File: src/design/irq_seq_defines.svh
// Constants for the vectored interrupt sequencer
`ifndef IRQ_SEQ_DEFINES_SVH
`define IRQ_SEQ_DEFINES_SVH
`define PC_W          13
`define PAGE_W        6
`define WORD_W        7
`define PAGE_LAST     6'h2f
`define STACK_DEPTH   8
`define SP_W          3
`define NSRC          4
`define SRC_PIN       0
`define SRC_T1        1
`define SRC_T2        2
`define SRC_T3        3
`define VEC_PIN       13'h0080
`define VEC_T1        13'h0084
`define VEC_T2        13'h0086
`define VEC_T3        13'h0088
`define VEC_BASE      13'h0080
`define VEC_LIMIT     13'h00ff
`define ADDR_CTL_A    2'h0
`define ADDR_CTL_B    2'h1
`define ADDR_EDGE     2'h2
`define ADDR_STATUS   2'h3
`define CTL_A_PIN     0
`define CTL_A_T1      2
`define CTL_A_T2      3
`define CTL_B_T3      0
`define CTL_RST       4'h0
`define EDGE_RST      2'h1
`define EDGE_FALL     0
`define EDGE_RISE     1
`endif

File: src/design/irq_seq_pkg.sv
// Types shared by the vectored interrupt sequencer
`include "irq_seq_defines.svh"
package irq_seq_pkg;
  typedef struct packed {
    logic              done;
    logic              multi;
    logic              ei;
    logic              di;
    logic              return_from_irq_instr;
    logic              ret;
    logic              call;
    logic              jump;
    logic              tabp;
    logic [`NSRC-1:0]  skip_test;
    logic              skip_vdrop;
    logic [1:0]        len;
    logic [`PC_W-1:0]  target;
  } instr_t;
  typedef struct packed {
    logic [8:0] dp;
    logic       carry;
    logic       skip;
    logic [3:0] acc;
    logic [3:0] aux;
  } ctx_t;
  typedef enum logic [1:0] {S_IDLE, S_ARM, S_LATE} take_state_t;
endpackage : irq_seq_pkg

File: src/design/vectored_interrupt_sequencer.sv
// Vectored interrupt sequencer with program counter and return stack
//
// Contract
// RL1: Interrupt needs request flag, source enable and global enable all set.
// RL2: Enable instruction sets global enable; disable instruction clears it.
// RL3: Taking any interrupt clears global enable until re-enabled by software.
// RL4: Source enable 1 takes interrupts; 0 makes the skip test effective.
// RL5: Request flags set on their condition even when masked, and hold.
// RL6: Flags except voltage-drop clear on interrupt taken or skip executed.
// RL7: Voltage-drop flag cannot clear while its condition is present.
// RL8: A flag already set is taken once masking is lifted.
// RL9: Priority: pin first, then timer one, two, three.
// RL10: Vectors in page 1: pin 0, timer one 4, two 6, three 8.
// RL11: Page 1 words 0080 to 00FF are kept for vector locations.
// RL12: Taking an interrupt pushes the resume address on the stack.
// RL13: Taking an interrupt clears only the serviced source's flag.
// RL14: Taking an interrupt saves pointer, carry, skip and both registers.
// RL15: Counter advances by instruction length or loads a target.
// RL16: Counter splits into page field above bit 7 and word bits 6-0; the code's page field is bits 12-7.
// RL17: Past word 127 the counter continues at word 0 of next page.
// RL18: Program memory has 128-word pages, 48 pages numbered 0 to 47.
// RL19: Enable takes effect only after one further instruction.
// RL20: Interrupt begins 2 cycles after conditions, 3 during multi-cycle.
// RL21: Return-from-interrupt pops resume address and restores saved context.
`timescale 1ns/1ns
`include "irq_seq_defines.svh"
module vectored_interrupt_sequencer (
  input  wire logic                 clk,
  input  wire logic                 rst_b,
  input  wire irq_seq_pkg::instr_t  instr,
  input  wire irq_seq_pkg::ctx_t    ctx_in,
  input  wire logic                 external_irq_pin,
  input  wire logic                 vdrop_detect,
  input  wire logic [`NSRC-1:1]     timer_underflow,
  input  wire logic [1:0]           addr,
  input  wire logic [7:0]           wdata,
  input  wire logic                 wr,
  input  wire logic                 rd,
  output logic [7:0]                rdata,
  output logic [`PC_W-1:0]          pc_r,
  output logic                      irq_taken,
  output logic                      skip_hit,
  output logic                      ctx_restore,
  output irq_seq_pkg::ctx_t         ctx_out,
  output logic [`SP_W-1:0]          stack_ptr
);
  import irq_seq_pkg::*;

  // ----------------------------------------------------------------
  // Declarations
  // ----------------------------------------------------------------
  logic [3:0]            irq_control_reg_a;
  logic [3:0]            irq_control_reg_b;
  logic [1:0]            edge_sel_r;
  logic                  global_irq_enable_flag;
  logic                  ei_pending_r;
  logic [`NSRC-1:0]      req_flag_r;
  logic                  vdrop_flag_r;
  logic [`NSRC-1:0]      src_en;
  logic [`NSRC-1:0]      eligible;
  logic [`NSRC-1:0]      set_ev;
  logic [`NSRC-1:0]      skip_clr;
  logic [`NSRC-1:0]      take_onehot;
  logic [`PC_W-1:0]      vector;
  logic                  cond_met;
  logic                  take;
  take_state_t           state_r;
  logic                  multi_r;
  logic [2:0]            pin_sync_r;
  logic [1:0]            vdrop_sync_r;
  logic [`PC_W-1:0]      stack_mem [`STACK_DEPTH];
  logic [`PC_W-1:0]      seq_pc;
  logic [`PC_W-1:0]      top_entry;
  logic [`PAGE_W-1:0]    pc_page_field;
  logic [`WORD_W-1:0]    pc_word_field;
  ctx_t                  irq_context_save;

  // Program counter split into page field and word field
  assign pc_page_field = pc_r[`PC_W-1:`WORD_W];  // RL16 RL18
  assign pc_word_field = pc_r[`WORD_W-1:0];  // RL16

  // ----------------------------------------------------------------
  // Input synchronisers and edge detection
  // ----------------------------------------------------------------
  // Two flops guard against metastability; the third exists only for
  // the edge compare and is never read by anything else.
  // A pin pulse shorter than one core clock may be missed.
  always_ff @(posedge clk or negedge rst_b) begin
    if (!rst_b) begin
      pin_sync_r   <= 3'h0;
      vdrop_sync_r <= 2'h0;
    end else begin
      pin_sync_r   <= {pin_sync_r[1:0], external_irq_pin};
      vdrop_sync_r <= {vdrop_sync_r[0], vdrop_detect};
    end
  end

  always_comb begin
    set_ev = {timer_underflow, 1'b0};
    set_ev[`SRC_PIN] =
      (edge_sel_r[`EDGE_FALL] & pin_sync_r[2] & ~pin_sync_r[1]) |
      (edge_sel_r[`EDGE_RISE] & ~pin_sync_r[2] & pin_sync_r[1]);
  end

  // ----------------------------------------------------------------
  // Enables, eligibility and priority
  // ----------------------------------------------------------------
  assign src_en = {irq_control_reg_b[`CTL_B_T3],
                   irq_control_reg_a[`CTL_A_T2],
                   irq_control_reg_a[`CTL_A_T1],
                   irq_control_reg_a[`CTL_A_PIN]};
  assign eligible = req_flag_r & src_en;  // RL1 RL4
  assign cond_met = global_irq_enable_flag & (|eligible);  // RL1 RL8

  // Lowest index wins, so the pin outranks every timer
  always_comb begin
    take_onehot = '0;
    vector      = `VEC_PIN;
    if (eligible[`SRC_PIN]) begin  // RL9
      take_onehot[`SRC_PIN] = 1'b1;
      vector = `VEC_PIN;  // RL10 RL11
    end else if (eligible[`SRC_T1]) begin
      take_onehot[`SRC_T1] = 1'b1;
      vector = `VEC_T1;  // RL10
    end else if (eligible[`SRC_T2]) begin
      take_onehot[`SRC_T2] = 1'b1;
      vector = `VEC_T2;  // RL10
    end else if (eligible[`SRC_T3]) begin
      take_onehot[`SRC_T3] = 1'b1;
      vector = `VEC_T3;  // RL10
    end
  end

  // ----------------------------------------------------------------
  // Take timing
  // ----------------------------------------------------------------
  // Conditions meet in cycle 0; take fires in cycle 1, or in cycle 2
  // when the instruction then in flight is multi-cycle. Losing any
  // condition before take abandons the attempt with no side effect.
  // The core must insert the vector fetch on the cycle irq_taken is high
  assign take = cond_met &&
                ((state_r == S_ARM && !multi_r) || state_r == S_LATE);  // RL20

  always_ff @(posedge clk or negedge rst_b) begin
    if (!rst_b) begin
      state_r <= S_IDLE;
      multi_r <= 1'b0;
    end else if (!cond_met || take) begin
      state_r <= S_IDLE;
    end else begin
      unique case (state_r)
        S_IDLE: begin
          state_r <= S_ARM;
          multi_r <= instr.multi;  // RL20
        end
        S_ARM:  state_r <= S_LATE;
        S_LATE: state_r <= S_IDLE;
      endcase
    end
  end

  always_ff @(posedge clk or negedge rst_b) begin
    if (!rst_b) begin
      irq_taken <= 1'b0;
    end else begin
      irq_taken <= take;
    end
  end

  // ----------------------------------------------------------------
  // Global enable with one-instruction delay
  // ----------------------------------------------------------------
  // The enable instruction only arms a pending bit; the next retire makes
  // it count, so an enable just before return lands in the resumed code
  always_ff @(posedge clk or negedge rst_b) begin
    if (!rst_b) begin
      global_irq_enable_flag <= 1'b0;
      ei_pending_r           <= 1'b0;
    end else if (take) begin
      global_irq_enable_flag <= 1'b0;  // RL3
      ei_pending_r           <= 1'b0;
    end else if (instr.done) begin
      if (instr.di) begin
        global_irq_enable_flag <= 1'b0;  // RL2
        ei_pending_r           <= 1'b0;
      end else if (instr.ei) begin
        ei_pending_r <= 1'b1;  // RL19
      end else if (ei_pending_r) begin
        global_irq_enable_flag <= 1'b1;  // RL2 RL19
        ei_pending_r           <= 1'b0;
      end
    end
  end

  // ----------------------------------------------------------------
  // Request flags
  // ----------------------------------------------------------------
  // Set wins over clear in one cycle, so no event is ever lost
  // A skip test is only effective while its source enable is low
  assign skip_clr = instr.skip_test & ~src_en & {`NSRC{instr.done}};  // RL4

  generate
    for (genvar i = 0; i < `NSRC; i++) begin : g_flag
      always_ff @(posedge clk or negedge rst_b) begin
        if (!rst_b) begin
          req_flag_r[i] <= 1'b0;
        end else if (set_ev[i]) begin
          req_flag_r[i] <= 1'b1;  // RL5
        end else if ((take && take_onehot[i]) || skip_clr[i]) begin
          req_flag_r[i] <= 1'b0;  // RL6 RL13
        end
      end
    end
  endgenerate

  always_ff @(posedge clk or negedge rst_b) begin
    if (!rst_b) begin
      vdrop_flag_r <= 1'b0;
    end else if (vdrop_sync_r[1]) begin
      vdrop_flag_r <= 1'b1;  // RL5 RL7
    end else if (instr.done && instr.skip_vdrop) begin
      vdrop_flag_r <= 1'b0;
    end
  end

  always_ff @(posedge clk or negedge rst_b) begin
    if (!rst_b) begin
      skip_hit <= 1'b0;
    end else if (instr.done) begin
      skip_hit <= (|(skip_clr & req_flag_r)) |
                  (instr.skip_vdrop & vdrop_flag_r);  // RL4
    end else begin
      skip_hit <= 1'b0;
    end
  end

  // ----------------------------------------------------------------
  // Program counter and return stack
  // ----------------------------------------------------------------
  assign top_entry = stack_mem[stack_ptr - `SP_W'(1)];
  // Binary add carries word 127 into the next page; no page limit is
  // enforced, so software must keep the counter from running past the last page
  assign seq_pc = {pc_page_field, pc_word_field} +
                  `PC_W'(instr.len);  // RL15 RL17

  always_ff @(posedge clk or negedge rst_b) begin
    if (!rst_b) begin
      pc_r      <= '0;
      stack_ptr <= '0;
    end else if (take) begin
      pc_r      <= vector;  // RL10
      stack_ptr <= stack_ptr + `SP_W'(1);  // RL12
    end else if (instr.done) begin
      if (instr.return_from_irq_instr || instr.ret) begin
        pc_r      <= top_entry;  // RL15 RL21
        stack_ptr <= stack_ptr - `SP_W'(1);
      end else if (instr.call || instr.tabp) begin
        pc_r      <= instr.target;  // RL15
        stack_ptr <= stack_ptr + `SP_W'(1);
      end else if (instr.jump) begin
        pc_r <= instr.target;  // RL15
      end else begin
        pc_r <= seq_pc;  // RL15 RL17
      end
    end
  end

  // A take beside a retire saves the word after that instruction;
  // otherwise the counter already points at the resume word.
  // Overflow past eight levels overwrites the oldest entry
  always_ff @(posedge clk) begin
    if (take) begin
      stack_mem[stack_ptr] <= instr.done ? seq_pc : pc_r;  // RL12
    end else if (instr.done && (instr.call || instr.tabp)) begin
      stack_mem[stack_ptr] <= seq_pc;
    end
  end

  // ----------------------------------------------------------------
  // Context save and restore
  // ----------------------------------------------------------------
  always_ff @(posedge clk or negedge rst_b) begin
    if (!rst_b) begin
      irq_context_save <= '0;
    end else if (take) begin
      irq_context_save <= ctx_in;  // RL14
    end
  end

  always_ff @(posedge clk or negedge rst_b) begin
    if (!rst_b) begin
      ctx_out     <= '0;
      ctx_restore <= 1'b0;
    end else begin
      ctx_restore <= instr.done && instr.return_from_irq_instr && !take;  // RL21
      if (instr.done && instr.return_from_irq_instr && !take) begin
        ctx_out <= irq_context_save;  // RL21
      end
    end
  end

  // ----------------------------------------------------------------
  // Register port
  // ----------------------------------------------------------------
  // Address 0: bit 0 pin enable, bit 1 spare, bits 2 and 3 timer one, two
  // Address 1: bit 0 timer three enable, bits 3 to 1 spare
  // Address 2: bit 0 takes falling edges, bit 1 rising, both for either
  // Address 3: read-only status; writes there are dropped on purpose
  // Spare bits read back what was written so software may use them
  // Read data is zero outside its one cycle, so ports can be OR-ed upstream
  always_ff @(posedge clk or negedge rst_b) begin
    if (!rst_b) begin
      irq_control_reg_a <= `CTL_RST;
      irq_control_reg_b <= `CTL_RST;
      edge_sel_r        <= `EDGE_RST;
    end else if (wr) begin
      unique case (addr)
        `ADDR_CTL_A:  irq_control_reg_a <= wdata[3:0];
        `ADDR_CTL_B:  irq_control_reg_b <= wdata[3:0];
        `ADDR_EDGE:   edge_sel_r        <= wdata[1:0];
        `ADDR_STATUS: ;
      endcase
    end
  end

  always_ff @(posedge clk or negedge rst_b) begin
    if (!rst_b) begin
      rdata <= 8'h00;
    end else if (rd) begin
      unique case (addr)
        `ADDR_CTL_A:  rdata <= {4'h0, irq_control_reg_a};
        `ADDR_CTL_B:  rdata <= {4'h0, irq_control_reg_b};
        `ADDR_EDGE:   rdata <= {6'h00, edge_sel_r};
        `ADDR_STATUS: rdata <= {2'h0, global_irq_enable_flag,
                                vdrop_flag_r, req_flag_r};
      endcase
    end else begin
      rdata <= 8'h00;
    end
  end

endmodule : vectored_interrupt_sequencer

File: config.mk
export PLATFORM = sky130hd
export DESIGN_NAME = vectored_interrupt_sequencer
export DESIGN_NICKNAME = d
export VERILOG_FILES = /design/src/design/irq_seq_pkg.sv /design/src/design/vectored_interrupt_sequencer.sv
export VERILOG_INCLUDE_DIRS = /design/src /design/src/design
export SDC_FILE = /design/constraint.sdc
export NUM_CORES = 1
export LEC_CHECK = 0
export ABC_AREA = 1
export BUFFER_PORTS_ARGS = -buffer_cell sky130_fd_sc_hd__buf_2
export CORE_MARGIN = 2
export CORE_UTILIZATION = 45
export DETAILED_ROUTE_END_ITERATION = 10
export PLACE_DENSITY = 0.63
export SYNTH_ARGS = -nofsm -noshare
export SYNTH_HDL_FRONTEND = slang
export SYNTH_SLANG_ARGS = --single-unit
File: constraint.sdc
create_clock -name clk -period 6.7 [get_ports clk]
set_input_delay 0.335 -clock clk [delete_from_list [all_inputs] [get_ports clk]]
set_output_delay 0.335 -clock clk [all_outputs]
set_load 0.005 [all_outputs]
[Word-level counts from Yosys, hierarchy flattened]
Memories as Yosys holds them, arrays and structs flattened.
Index checks and enable logic that the tools add are counted.
Word-level totals
  bits in writable memories: 104
  bits in latches: 0
  logic and storage cells: 147
  output and inout port bits: 46
  memories kept: 1
  memory bits (read-only): 0
  register bits after elaboration: 90
  bits of input ports: 67
Operators by class
  bitwise operators: 17
  reductions and logical operators: 39
  multipliers: 0
  muxes and demuxes: 51
  magnitude comparators: 0
  equal/unequal tests: 6
  $add $sub $neg: 3
  shift-type cells: 0
  divide/modulo/power cells: 0
Memory list
  stack_mem: words 8, bits a word 13, read ports 1, clocked after Yosys merged registers in 0, wr ports 1, RTL line vectored_interrupt_sequencer.sv:71  | logic [`PC_W-1:0] stack_mem [`STACK_DEPTH];
Operator list (number)
  13-bit two-way mux: 7
  8-bit one-hot mux with 4 select lines: 1
  1-bit two-way mux: 30
  4-bit AND: 4
  4-bit two-way mux: 4
  3-bit two-way mux: 5
  13-bit by 2-bit adder with 13-bit output: 1
  2-bit nonzero test: 6
  1-bit logical AND: 10
  2-bit AND reduction: 5
  1-bit logical OR: 8
  8-bit two-way mux: 1
  4-bit OR reduction: 2
  1-bit AND: 6
  2-bit equality test, second input constant: 3
  2-bit one-hot mux with 3 select lines: 1
  3-bit nonzero test: 2
  2-bit by 1-bit equality test with 1-bit output, second input constant: 2
  2-bit zero test: 2
  2-bit two-way mux: 2
  4-bit NOT: 1
  3-bit by 1-bit adder with 3-bit output, second input constant: 1
  1-bit zero test: 3
  3-bit by 2-bit != test with 1-bit output, second input constant: 1
  4 further kinds: 8

[Longest topological paths before layout]
Gate-level depths: netlist (run 1).
  depth in word-level cells: 9
  mapped depth: 14
  mapped depth without buffers: 11

[Worst setup path before layout (run 1)]
Ideal clock, no wire load.
  path type: register to register
  start point: register state_r[1]
  end point: memory stack_mem[1][0] (netlist bit) (enable)
  path slack: 4.405 ns
  stages on the path, launching flop included: 10
  data required time: 6.318 ns
  library setup time: 0.382 ns
  arrival: 1.912 ns
  path buffers: 1
  period minus slack after synthesis: 2.295 ns
  path through: dfrtp_1 > inv_1 > ha_1 > inv_1 > o21bai_1 > nand3_4 > buf_2 > o21ai_2 > nand2_1 > nor2_1
Between the ends
  longest elaborated chain between the ends: 7
Ends and longest elaborated chain
  from (decl): RTL line vectored_interrupt_sequencer.sv:67  | take_state_t state_r;
  from (signal assigned): RTL line vectored_interrupt_sequencer.sv:146  | state_r <= S_IDLE;
  from (signal assigned): RTL line vectored_interrupt_sequencer.sv:149  | state_r <= S_IDLE;
  from (signal assigned): RTL line vectored_interrupt_sequencer.sv:153  | state_r <= S_ARM;
  2-bit by 1-bit equality test with 1-bit output: RTL line vectored_interrupt_sequencer.sv:142  | ((state_r == S_ARM && !multi_r) || state_r == S_LATE);
  1-bit logical AND: RTL line vectored_interrupt_sequencer.sv:142
  1-bit logical OR (*): RTL line vectored_interrupt_sequencer.sv:142
  1-bit logical AND (*): RTL line vectored_interrupt_sequencer.sv:141  | assign take = cond_met &&
  1-bit two-way mux: RTL line vectored_interrupt_sequencer.sv:272  | if (take) begin
  1-bit two-way mux (on tied branches): RTL line vectored_interrupt_sequencer.sv:273, vectored_interrupt_sequencer.sv:275
  1-bit bitwise OR (no line) (*)
  to (decl): RTL line vectored_interrupt_sequencer.sv:71
Mark *: on every way between the ends. The rest lies on a longest branch, timed or not.

[Final worst setup path (run 1)]
  start point: register stack_ptr[0]
  end point: register pc_r[10]
Between the ends
  longest elaborated chain between the ends: 5
Ends and longest elaborated chain
  from (decl): RTL line vectored_interrupt_sequencer.sv:45  | output logic [`SP_W-1:0] stack_ptr
  from (signal assigned): RTL line vectored_interrupt_sequencer.sv:252  | stack_ptr <= stack_ptr + `SP_W'(1);
  from (signal assigned): RTL line vectored_interrupt_sequencer.sv:256  | stack_ptr <= stack_ptr - `SP_W'(1);
  from (signal assigned): RTL line vectored_interrupt_sequencer.sv:259  | stack_ptr <= stack_ptr + `SP_W'(1);
  3-bit by 1-bit subtractor with 3-bit output: RTL line vectored_interrupt_sequencer.sv:240  | assign top_entry = stack_mem[stack_ptr - `SP_W'(1)];
  memory read 8 x 13 bit
  13-bit two-way mux: RTL line vectored_interrupt_sequencer.sv:254  | if (instr.return_from_irq_instr || instr.ret) begin
  13-bit two-way mux: RTL line vectored_interrupt_sequencer.sv:253  | end else if (instr.done) begin
  13-bit two-way mux: RTL line vectored_interrupt_sequencer.sv:250  | end else if (take) begin
  to (signal assigned): RTL line vectored_interrupt_sequencer.sv:251  | pc_r <= vector;
  to (signal assigned): RTL line vectored_interrupt_sequencer.sv:255  | pc_r <= top_entry;
  to (signal assigned): RTL line vectored_interrupt_sequencer.sv:258  | pc_r <= instr.target;
  to (decl): RTL line vectored_interrupt_sequencer.sv:40  | output logic [`PC_W-1:0] pc_r,
Every way passes these cells. The select of a mux whose other input is x is not followed.
A chain may end at the register's enable or synchronous reset.

==> summary.md, run 1 <==
| Metric | Value |
|---|---|
| Status | `finished, final reports clean` |
| Clock Path Buffers | `2` |
| Yosys warns | `0` |
| Detail Placement HPWL | `13,400 µm` |
| Measured slew at the worst slew-check pin | `1020 ps` |
| Worst hold path class | `primary input to flip-flop` |
| Met3 Routed Length | `1110 µm` |
| CP Class | `flip-flop to flip-flop` |
| Overflow after GRT | `0` |
| Final Util | `0.527` |
| Final max-slew violation count | `0` |
| I/O Pins | `113` |
| Yosys cell types | `36` |
| Vias in the first global route | `6,004` |
| H-tree depth | `4` |
| Final Skew | `16.0 ps` |
| Nets | `1,077` |
| Starting Density | `0.458` |
| Register area share after synthesis | `0.624` |
| Total placed cells including tap cells | `1,214` |
| CTS buffer count | `17` |
| Startpoint Class | `flip-flop` |
| CP endpoint kind | `flip-flop` |
| Slew margin rel. | `0.316` |
| Post-CTS Setup Bufs | `0` |
| Final Hold Viols | `0` |
| CTS Root Cell | `clkbuf_16` |
| First-pass iteration count of the detailed router | `5` |
| Hold path startpoint | `timer_underflow[3]` |
| Die Area | `around 20,000 µm²` |
| Die Wd | `between 100 and 150 µm` |
| GP Congestion | `around 0.9` |
| Lkg Pwr | `4.40 nW` |
| Area leader, netlist | `edfxtp_1` |
| Avg Inst Size Synth | `9.44 µm²` |
| DR top layer | `met4` |
| Tcrit/Tclk final | `0.498` |
| Max-cap violation count | `0` |
| Ranking of synthesized cells by area | `edfxtp_1, dfrtp_1, nand2_1, nand3_1, o21ai_0` |
| P&R area growth vs syn | `15.0%` |
| Met2 wire length | `approximately 9800 µm` |
| Top-count cell post-synth | `nand2_1` |
| Prevailing post-synth register cell | `edfxtp_1` |
| EDFF count, synth | `104` |
| Async set-reset flop share out of synthesis | `0.458` |
| Crit Path Max Fanout | `57` |
| Synthesized cell area | `8540 µm²` |
| Total power | `about 0.0039 W` |
| Global-route wire length before repair | `32,700 µm` |
| Mapped Cells | `905` |
| Final setup fails | `0` |
| DRT antenna net count | `0` |
| CTS tree | `done` |
| Die height | `142 µm` |
| CP startpoint | `stack_ptr[0]` |
| Reg clk slew, reported paths | `70 ps` |
| Drt via density | `5.24` |
| Via Count | `6,556` |
| Skew-Pair Late Insertion Delay | `around 430 ps` |
| Wire per inst | `16.9 µm` |
| Core footprint | `18,600 µm²` |
| Final non-filler cell total | `1,250` |
| Total GRT Usage | `0.215` |
| Commonest cells in the synthesized netlist | `nand2_1, edfxtp_1, nand3_1, dfrtp_1, nor2_1` |
| Final setup TNS | `0 ps` |
| Post-synth top area share | `0.366` |
| RSZ-0062 raised after global routing | `no` |
| Achievable frequency | `0.299 GHz` |
| Crit path time final | `3340 ps` |
| Peak supply drop | `0.218 mV` |
| Rows | `50` |
| Starting DRT DRC Count | `443` |
| Layout cells sized above 1 | `0.165` |
| Routed WL | `about 21,000 µm` |
| Largest net degree at the start of global routing | `58` |
| Flops & latches, synth | `192` |
| Reg2reg start | `stack_ptr[0]` |
| PD cells | `392 nW/µm²` |
| Drc violations | `0` |
| Port buffer count | `106` |
| Initial antenna violation count | `0` |
| M1 wire length | `around 9900 µm` |
| Arrival @ worst endpoint | `3650 ps` |
| CTS sink cnt | `192` |
| Worst Path Required | `between 7000 and 8000 ps` |
[registers in the layout, indices dropped and copies added (netlist names)]
register,flops
stack_mem,104
ctx_out,19
irq_context_save,19
pc_r,13
rdata,6
irq_control_reg_a,4
irq_control_reg_b,4
req_flag_r,4
pin_sync_r,3
stack_ptr,3
edge_sel_r,2
state_r,2
vdrop_sync_r,2
ctx_restore,1
ei_pending_r,1
global_irq_enable_flag,1
irq_taken,1
multi_r,1
skip_hit,1
vdrop_flag_r,1
[worst paths after layout]
check	endpoint	slack, ps	cells past startpoint
max in group asynchronous	pc_r[10]	5180	3
min in group asynchronous	irq_context_save[9]	380	2
setup / recovery	pc_r[10]	3360	12
setup reg to reg	pc_r[10]	3360	12
hold / removal	req_flag_r[3]	100	2
hold reg to reg	vdrop_sync_r[1]	350	0
[cells by family (layout without fill, tap and decap cells)]
family	after synthesis	after routing	share of synthesized area
and+or+nand+nor	498	498	0.241
adders and majority gates	8	8	0.0126
other	1	3	0.000439
AOI/OAI and AO/OA	99	99	0.0627
DFF	192	192	0.624
buffers and inverters	103	212	0.0533
xor gates and xnor gates	4	4	0.00630
[metrics by stage]
| stage | cell area (µm²) | setup WS [ps] | hold WS, ps |
|---|---|---|---|
| after floorplan | 8550 | 4410 | 39.4 |
| after global placement | 9220 | 3510 | 298 |
| after detailed placement | 9220 | 3410 | 299 |
| after CTS | 9820 | 3400 | 86.1 |
| after global routing | 9820 | 3240 | 80.0 |
| final | 9820 | 3360 | 96.2 |
[critical path, stage by stage (launching register included)]
cell	delay (ps)
dfrtp_1	320
buf_4	510
inv_2	40
buf_4	340
ha_1	360
xnor2_4	560
inv_1	510
nand2_1	160
a21oi_1	50
nor2_1	150
nor2_1	60
nand2_1	60
nand2_1	40
[per-layer routing]
layer,global-route usage,vias to the layer above
met4,0.0600,0
met2,0.328,198
met3,0.0452,23
met5,0,-
li1,-,3170
met1,0.313,3165
[layout by cell type (no fill, tap or decap), types with 5 or more instances in the layout]
cell | netlist | final
a21oi_1 | 18 | 18
buf_2 | 20 | 105
buf_4 | 5 | 6
clkbuf_16 | 0 | 17
dfrtp_1 | 87 | 87
edfxtp_1 | 104 | 104
ha_1 | 7 | 7
inv_1 | 61 | 61
nand2_1 | 309 | 309
nand3_1 | 102 | 102
nor2_1 | 72 | 64
nor2_2 | 1 | 9
nor3_1 | 5 | 5
o21ai_0 | 66 | 66
[report_power, final]
part / switching [W] / internal [W] / total, W
Sequential: 0.000154 / 0.00156 / 0.00172
Clock: 0.000461 / 0.000533 / 0.000995
Combinational: 0.000768 / 0.000371 / 0.00114
Total: 0.00138 / 0.00247 / 0.00385
[timing repair]
action / in CTS / in global routing
hold endpoints to repair: 34 / 0
resized for setup: 0 / 0
hold buffers: 3 / 0
[layout make-up]
class                           instances  area (µm²)
Clock buffer                           20         447
Clock inverter                         12         120
Antenna cell                            1        2.50
Sequential cell                       192        5330
Fill cell                            1730        8820
Multi-Input combinational cell        611        2780
Inverter                               66         250
Tap cell                              234         293
Timing Repair Buffer                  114         601
Power figures use the tool's default switching activity.
==> run 2, diff against run 1 <==
- PLACE_DENSITY: 0.63 -> 0.65
- clock period: 6.7 -> 2.75 ns (I/O delays scaled with it)
==> summary.md, run 2 (same netlist as run 1, synthesis figures left out) <==
| Metric | Value |
|---|---|
| PD cells | `937 nW/µm² (was 392 nW/µm²)` |
| H-tree depth | `4 (unchanged)` |
| Leading cell type in the layout, fill and taps excluded | `nand2_1 (unchanged)` |
| Die Area | `20,100 µm² (unchanged)` |
| Worst hold path class | `primary input to flip-flop (unchanged)` |
| Vias in the first global route | `6,304 (was 6,004)` |
| Die height | `142 µm (unchanged)` |
| Met2 Use GR | `0.336 (was 0.328)` |
| Max reg flops | `104 (unchanged)` |
| P&R area growth vs syn | `22.1% (was 15.0%)` |
| Reg2reg start | `state_r[1] (was stack_ptr[0])` |
| Final setup fails | `0 (unchanged)` |
| Crit path to | `req_flag_r[1] (was pc_r[10])` |
| Status | `finished, final reports clean (unchanged)` |
| Layout cells sized above 1 | `0.180 (was 0.165)` |
| Wire per inst | `16.6 µm (was 16.9 µm)` |
| Reg clk slew, reported paths | `90 ps (was 70 ps)` |
| Detail Placement HPWL | `14,400 µm (was 13,400 µm)` |
| Most flops, register | `stack_mem (unchanged)` |
| Nets | `1,141 (was 1,077)` |
| Met3 Usage GRT | `0.0506 (was 0.0452)` |
| CP Class | `flip-flop to flip-flop (unchanged)` |
| Via Count | `6,740 (was 6,556)` |
| Drt via density | `5.13 (was 5.24)` |
| Initial antenna violation count | `0 (unchanged)` |
| RR Endpoint | `req_flag_r[1] (was pc_r[10])` |
| Crit path time final | `2500 ps (was 3340 ps)` |
| Slew margin rel. | `0.356 (was 0.316)` |
| Pre-CTS setup slack | `369 ps (was 3410 ps)` |
| Tcrit/Tclk final | `0.911 (was 0.498)` |
| Measured slew at the worst slew-check pin | `955 ps (was 1020 ps)` |
| Overflow after GRT | `0 (unchanged)` |
| Total GRT Usage | `0.224 (was 0.215)` |
| CP endpoint kind | `flip-flop (unchanged)` |
| CP startpoint | `state_r[1] (was stack_ptr[0])` |
| Global-route wire length before repair | `33,900 µm (was 32,700 µm)` |
| First-pass iteration count of the detailed router | `5 (unchanged)` |
| GP Congestion | `0.834 (was 0.896)` |
| CTS Root Cell | `clkbuf_16 (unchanged)` |
| Most frequent cells in the layout | `nand2_1, buf_2, edfxtp_1 (unchanged)` |
| CTS buffer count | `17 (unchanged)` |
| Largest net degree at the start of global routing | `57 (was 58)` |
| Lkg Pwr | `4.72 nW (was 4.40 nW)` |
| R2R cell count | `10 (was 12)` |
| Skew-Pair Late Insertion Delay | `450 ps (was 430 ps)` |
| Starting DRT DRC Count | `524 (was 443)` |
| Starting Density | `0.458 (unchanged)` |
| Final setup TNS | `0 ps (unchanged)` |
| I/O Pins | `113 (unchanged)` |
| Peak supply drop | `0.553 mV (was 0.218 mV)` |
| Port buffer count | `106 (unchanged)` |
| # resized after CTS | `0 (unchanged)` |
| CTS sink cnt | `192 (unchanged)` |
| Arrival @ worst endpoint | `2840 ps (was 3650 ps)` |
| Largest regs | `stack_mem: 104 flops, ctx_out: 19 flops, irq_context_save: 19 flops (unchanged)` |
| Final WS setup | `246 ps (was 3360 ps)` |
| Drc violations | `0 (unchanged)` |
| Crit Path Max Fanout | `24 (was 57)` |
| Achievable frequency | `0.399 GHz (was 0.299 GHz)` |
| Diode count | `0 (was 1)` |
| R2r setup slk | `250 ps (was 3360 ps)` |
| Rows | `50 (unchanged)` |
| CTS tree | `done (unchanged)` |
| Startpoint Class | `flip-flop (unchanged)` |
| RSZ-0062 raised after global routing | `no (unchanged)` |
| Core footprint | `18,600 µm² (unchanged)` |
| Worst Path Required | `3090 ps (was 7010 ps)` |
| Die Wd | `142 µm (unchanged)` |
| Grt met1 use | `0.325 (was 0.313)` |
| Final Hold Viols | `0 (unchanged)` |
| Max-cap violation count | `0 (unchanged)` |
| DRT antenna net count | `0 (unchanged)` |
| Most Crowded Layer GR | `met2 (unchanged)` |
| Final max-slew violation count | `0 (unchanged)` |
| Routed WL | `21,900 µm (was 21,100 µm)` |
| Clock Path Buffers | `2 (unchanged)` |
| Final Skew | `15.4 ps (was 16.0 ps)` |
## run 2: changes by cell type in the layout (fill, tap and decap cells not counted), sizes merged
cell	before	now
clkinv	2	5
clkinvlp	0	1
dlygate4sd3	3	34
inv	75	74
clkbuf	20	17
buf	111	144
diode	1	0
## run 2: layout make-up
type                    instances  area, µm²
repair buffers                178       1160
inverters                      66        250
clock inverters                15        209
multi-input cells             611       2760
flip-flops and latches        192       5330
clock buffers                  17        425
well taps                     234        293
fillers                      1629       8220
## run 2: repair_timing
| action | in CTS | in global routing |
|---|---|---|
| hold buffers | 34 | 0 |
| endpoints found under the hold margin | 76 | 0 |
| setup buffers | 0 | 0 |
| setup endpoints to repair | 0 | 0 |
## run 2: power breakdown
group | switching, W | internal [W] | total [W]
registers | 0.000378 | 0.00380 | 0.00418
clock network | 0.00126 | 0.00134 | 0.00259
logic | 0.00194 | 0.00106 | 0.00300
total | 0.00357 | 0.00620 | 0.00977
## run 2: worst min path at each step
stage	from	end	slack (ps)	cells after the start
after floorplan	rst_b	ctx_out[0]	-160	0
final	instr[25]	ei_pending_r	20	4
after detailed placement	rst_b	irq_context_save[9]	140	1
after CTS	instr[0]	pc_r[0]	10	3
after global placement	rst_b	ctx_out[9]	140	1
after global routing	instr[0]	pc_r[0]	10	3
## run 2: routing by layer
layer / wire (µm) / vias up / share of wire
li1: - / 3296 / -
met1: 9820 / 3154 / 0.45
met2: 10100 / 256 / 0.46
met3: 1580 / 34 / 0.072
met4: 394 / 0 / 0.018
met5: 0 / - / 0
## run 2: worst max-delay path, stage by stage, from the launching register on
cell and delay (ps):
dfrtp_1 390, inv_1 80, ha_1 140, inv_1 50, o21bai_1 270, nand3_4 350, inv_1 330, nand3_1 120
nand3_1 80, nand2_1 40, dlygate4sd3_1 540
## run 2: metrics by stage
stage / instance area, µm² / instances / util / hold WS (ps) / power (W)
finish: 10400 / 1313 / 0.559 / 21.9 / 0.00977
global route: 10400 / 1313 / 0.559 / 11.8 / 0.0104
detailed placement: 9450 / 1247 / 0.507 / 139 / 0.00718
CTS: 10400 / 1313 / 0.559 / 10.0 / 0.00981
global placement: 9450 / 1247 / 0.507 / 142 / 0.00711
floorplan: 8550 / 906 / - / -158 / 0.00602
==> run 3, diff against run 2 <==
- CORE_UTILIZATION: 45 -> 46
- PLACE_DENSITY: 0.65 -> 0.66
==> summary.md, run 3 (same netlist as run 1, synthesis figures left out) <==
| Metric | Value |
|---|---|
| First-pass iteration count of the detailed router | `7 (was 5)` |
| I/O Pins | `113 (unchanged)` |
| Final max-slew violation count | `0 (unchanged)` |
| # resized after CTS | `0 (unchanged)` |
| Largest net degree at the start of global routing | `57 (unchanged)` |
| Arrival @ worst endpoint | `2560 ps (was 2840 ps)` |
| Wire per inst | `16.1 µm (was 16.6 µm)` |
| Final setup fails | `0 (unchanged)` |
| Lkg Pwr | `4.65 nW (was 4.72 nW)` |
| CTS tree | `done (unchanged)` |
| Final Skew | `14.8 ps (was 15.4 ps)` |
| Reg power frac | `0.436 (was 0.427)` |
| Detail Placement HPWL | `13,800 µm (was 14,400 µm)` |
| Nets | `1,129 (was 1,141)` |
| Sw power | `0.00346 W (was 0.00357 W)` |
| DRT antenna net count | `0 (unchanged)` |
| Die height | `140 µm (was 142 µm)` |
| Most frequent cells in the layout | `nand2_1, buf_2, edfxtp_1 (unchanged)` |
| Skew-Pair Late Insertion Delay | `440 ps (was 450 ps)` |
| Drc violations | `0 (unchanged)` |
| Worst hold path class | `primary input to flip-flop (unchanged)` |
| P&R area growth vs syn | `20.6% (was 22.1%)` |
| Slowest stage delay, CP | `430 ps (was 540 ps)` |
| Buffers & Inverters on Critical Path | `2 (was 4)` |
| CTS sink cnt | `192 (unchanged)` |
| Final setup TNS | `0 ps (unchanged)` |
| Vias in the first global route | `6,282 (was 6,304)` |
| Final WS setup | `314 ps (was 246 ps)` |
| Initial antenna violation count | `0 (unchanged)` |
| Routed WL | `20,800 µm (was 21,900 µm)` |
| Post-CTS Setup Bufs | `0 (unchanged)` |
| Delay-heaviest family, CP | `adder cells (was buffers and inverters)` |
| Rows | `49 (was 50)` |
| Reg clk slew, reported paths | `80 ps (was 90 ps)` |
| PD cells | `929 nW/µm² (was 937 nW/µm²)` |
| Crit path time final | `2440 ps (was 2500 ps)` |
| CTS Root Cell | `clkbuf_16 (unchanged)` |
| CTS buffer count | `17 (unchanged)` |
| Via Count | `6,665 (was 6,740)` |
| Overflow after GRT | `0 (unchanged)` |
| Max-cap violation count | `0 (unchanged)` |
| Total placed cells including tap cells | `1,231 (was 1,247)` |
| Crit Path Max Fanout | `8 (was 24)` |
| Final Hold Viols | `0 (unchanged)` |
| Drt via density | `5.14 (was 5.13)` |
| CP Class | `flip-flop to flip-flop (unchanged)` |
| Logic pwr share | `0.311 (was 0.307)` |
| Pint | `0.00612 W (was 0.00620 W)` |
| Slew margin rel. | `0.403 (was 0.356)` |
| Achievable frequency | `0.410 GHz (was 0.399 GHz)` |
| Clock Path Buffers | `2 (unchanged)` |
| Starting Density | `0.472 (was 0.458)` |
| Startpoint Class | `flip-flop (unchanged)` |
| Clk pwr share | `0.253 (was 0.265)` |
| Diode count | `0 (unchanged)` |
| CP endpoint kind | `flip-flop (unchanged)` |
| Die Area | `19,700 µm² (was 20,100 µm²)` |
| Peak supply drop | `0.527 mV (was 0.553 mV)` |
| Measured slew at the worst slew-check pin | `886 ps (was 955 ps)` |
| Global-route wire length before repair | `33,400 µm (was 33,900 µm)` |
| Tcrit/Tclk final | `0.886 (was 0.911)` |
| Pre-CTS setup slack | `353 ps (was 369 ps)` |
| Port buffer count | `106 (unchanged)` |
| RSZ-0062 raised after global routing | `no (unchanged)` |
| Largest regs | `stack_mem: 104 flops, ctx_out: 19 flops, irq_context_save: 19 flops (unchanged)` |
| Most flops, register | `stack_mem (unchanged)` |
| Leading cell type in the layout, fill and taps excluded | `nand2_1 (unchanged)` |
| Critical path, cell by cell | `ha_1, inv_1, fa_1, nor2_2, buf_4, nand3b_1, xor2_1, nand2_1, o21ai_0 (was inv_1, ha_1, inv_1, o21bai_1, nand3_4, inv_1, nand3_1, nand3_1, nand2_1, dlygate4sd3_1)` |
| Starting DRT DRC Count | `628 (was 524)` |
| Slowest cell on crit path | `fa_1 (was dlygate4sd3_1)` |
| Total GRT Usage | `0.219 (was 0.224)` |
| Die Wd | `140 µm (was 142 µm)` |
| Layout cells sized above 1 | `0.171 (was 0.180)` |
| Final non-filler cell total | `1,296 (was 1,313)` |
| Core footprint | `18,100 µm² (was 18,600 µm²)` |
| Worst Path Required | `2870 ps (was 3090 ps)` |
| Status | `finished, final reports clean (unchanged)` |
| GP Congestion | `0.881 (was 0.834)` |
| Sw Share | `0.361 (was 0.366)` |
| Max reg flops | `104 (unchanged)` |
| H-tree depth | `4 (unchanged)` |
## run 3: per-layer routing
layer	track usage	up-vias	wire length [µm]
met5	0	-	0
met1	0.310	3156	9390
met3	0.0397	30	1190
li1	-	3280	-
met4	0.0728	0	386
met2	0.345	199	9860
## run 3: stage by stage
step | area [µm²] | util | total power (W) | hold WS, ps
2_1_floorplan | 8550 | - | 0.00602 | -158
3_3_place_gp | 9380 | 0.518 | 0.00711 | 180
3_5_place_dp | 9380 | 0.518 | 0.00717 | 177
4_1_cts | 10300 | 0.569 | 0.00964 | 13.0
5_1_grt | 10300 | 0.569 | 0.0102 | 27.4
6_report | 10300 | 0.569 | 0.00957 | 21.9
## run 3: final cells by class
cell class | instances | area (µm²)
clock buffer | 20 | 467
clock inverter | 12 | 128
fill | 1590 | 7790
inverter | 66 | 250
multi-input combinational | 611 | 2760
sequential | 192 | 5330
tap | 229 | 287
timing repair buffer | 166 | 1080
## run 3: final timing paths
path	end	slack, ps	cells after the start	startpoint
hold reg to reg	vdrop_sync_r[1]	350	0	vdrop_sync_r[0]
min in group asynchronous	irq_context_save[3]	250	2	rst_b
setup / recovery	stack_mem[2][10]	310	9	pc_r[0]
hold / removal	pc_r[9]	20	5	instr[9]
setup reg to reg	stack_mem[2][10]	310	9	pc_r[0]
max in group asynchronous	edge_sel_r[0]	1820	3	rst_b
## run 3: worst reg2reg max path, stage by stage, from the launching register on
cell      delay (ps)
dfrtp_1          390
ha_1             220
inv_1             90
fa_1             430
nor2_2           150
buf_4            160
nand3b_1         100
xor2_1           190
nand2_1           70
o21ai_0          310
## run 3: repair_timing
item	CTS	global route
hold buffers	33	0
setup endpoints to repair	0	0
hold endpoints to repair	82	0
## run 3: power groups by stage
stage | sequential (W) | clock [W] | combinational, W
after global placement | 0.00421 | 0 | 0.00290
after CTS | 0.00416 | 0.00245 | 0.00302
after global routing | 0.00423 | 0.00257 | 0.00339
after detailed placement | 0.00422 | 0 | 0.00295
final | 0.00417 | 0.00243 | 0.00298
after floorplan | 0.00414 | 0 | 0.00188
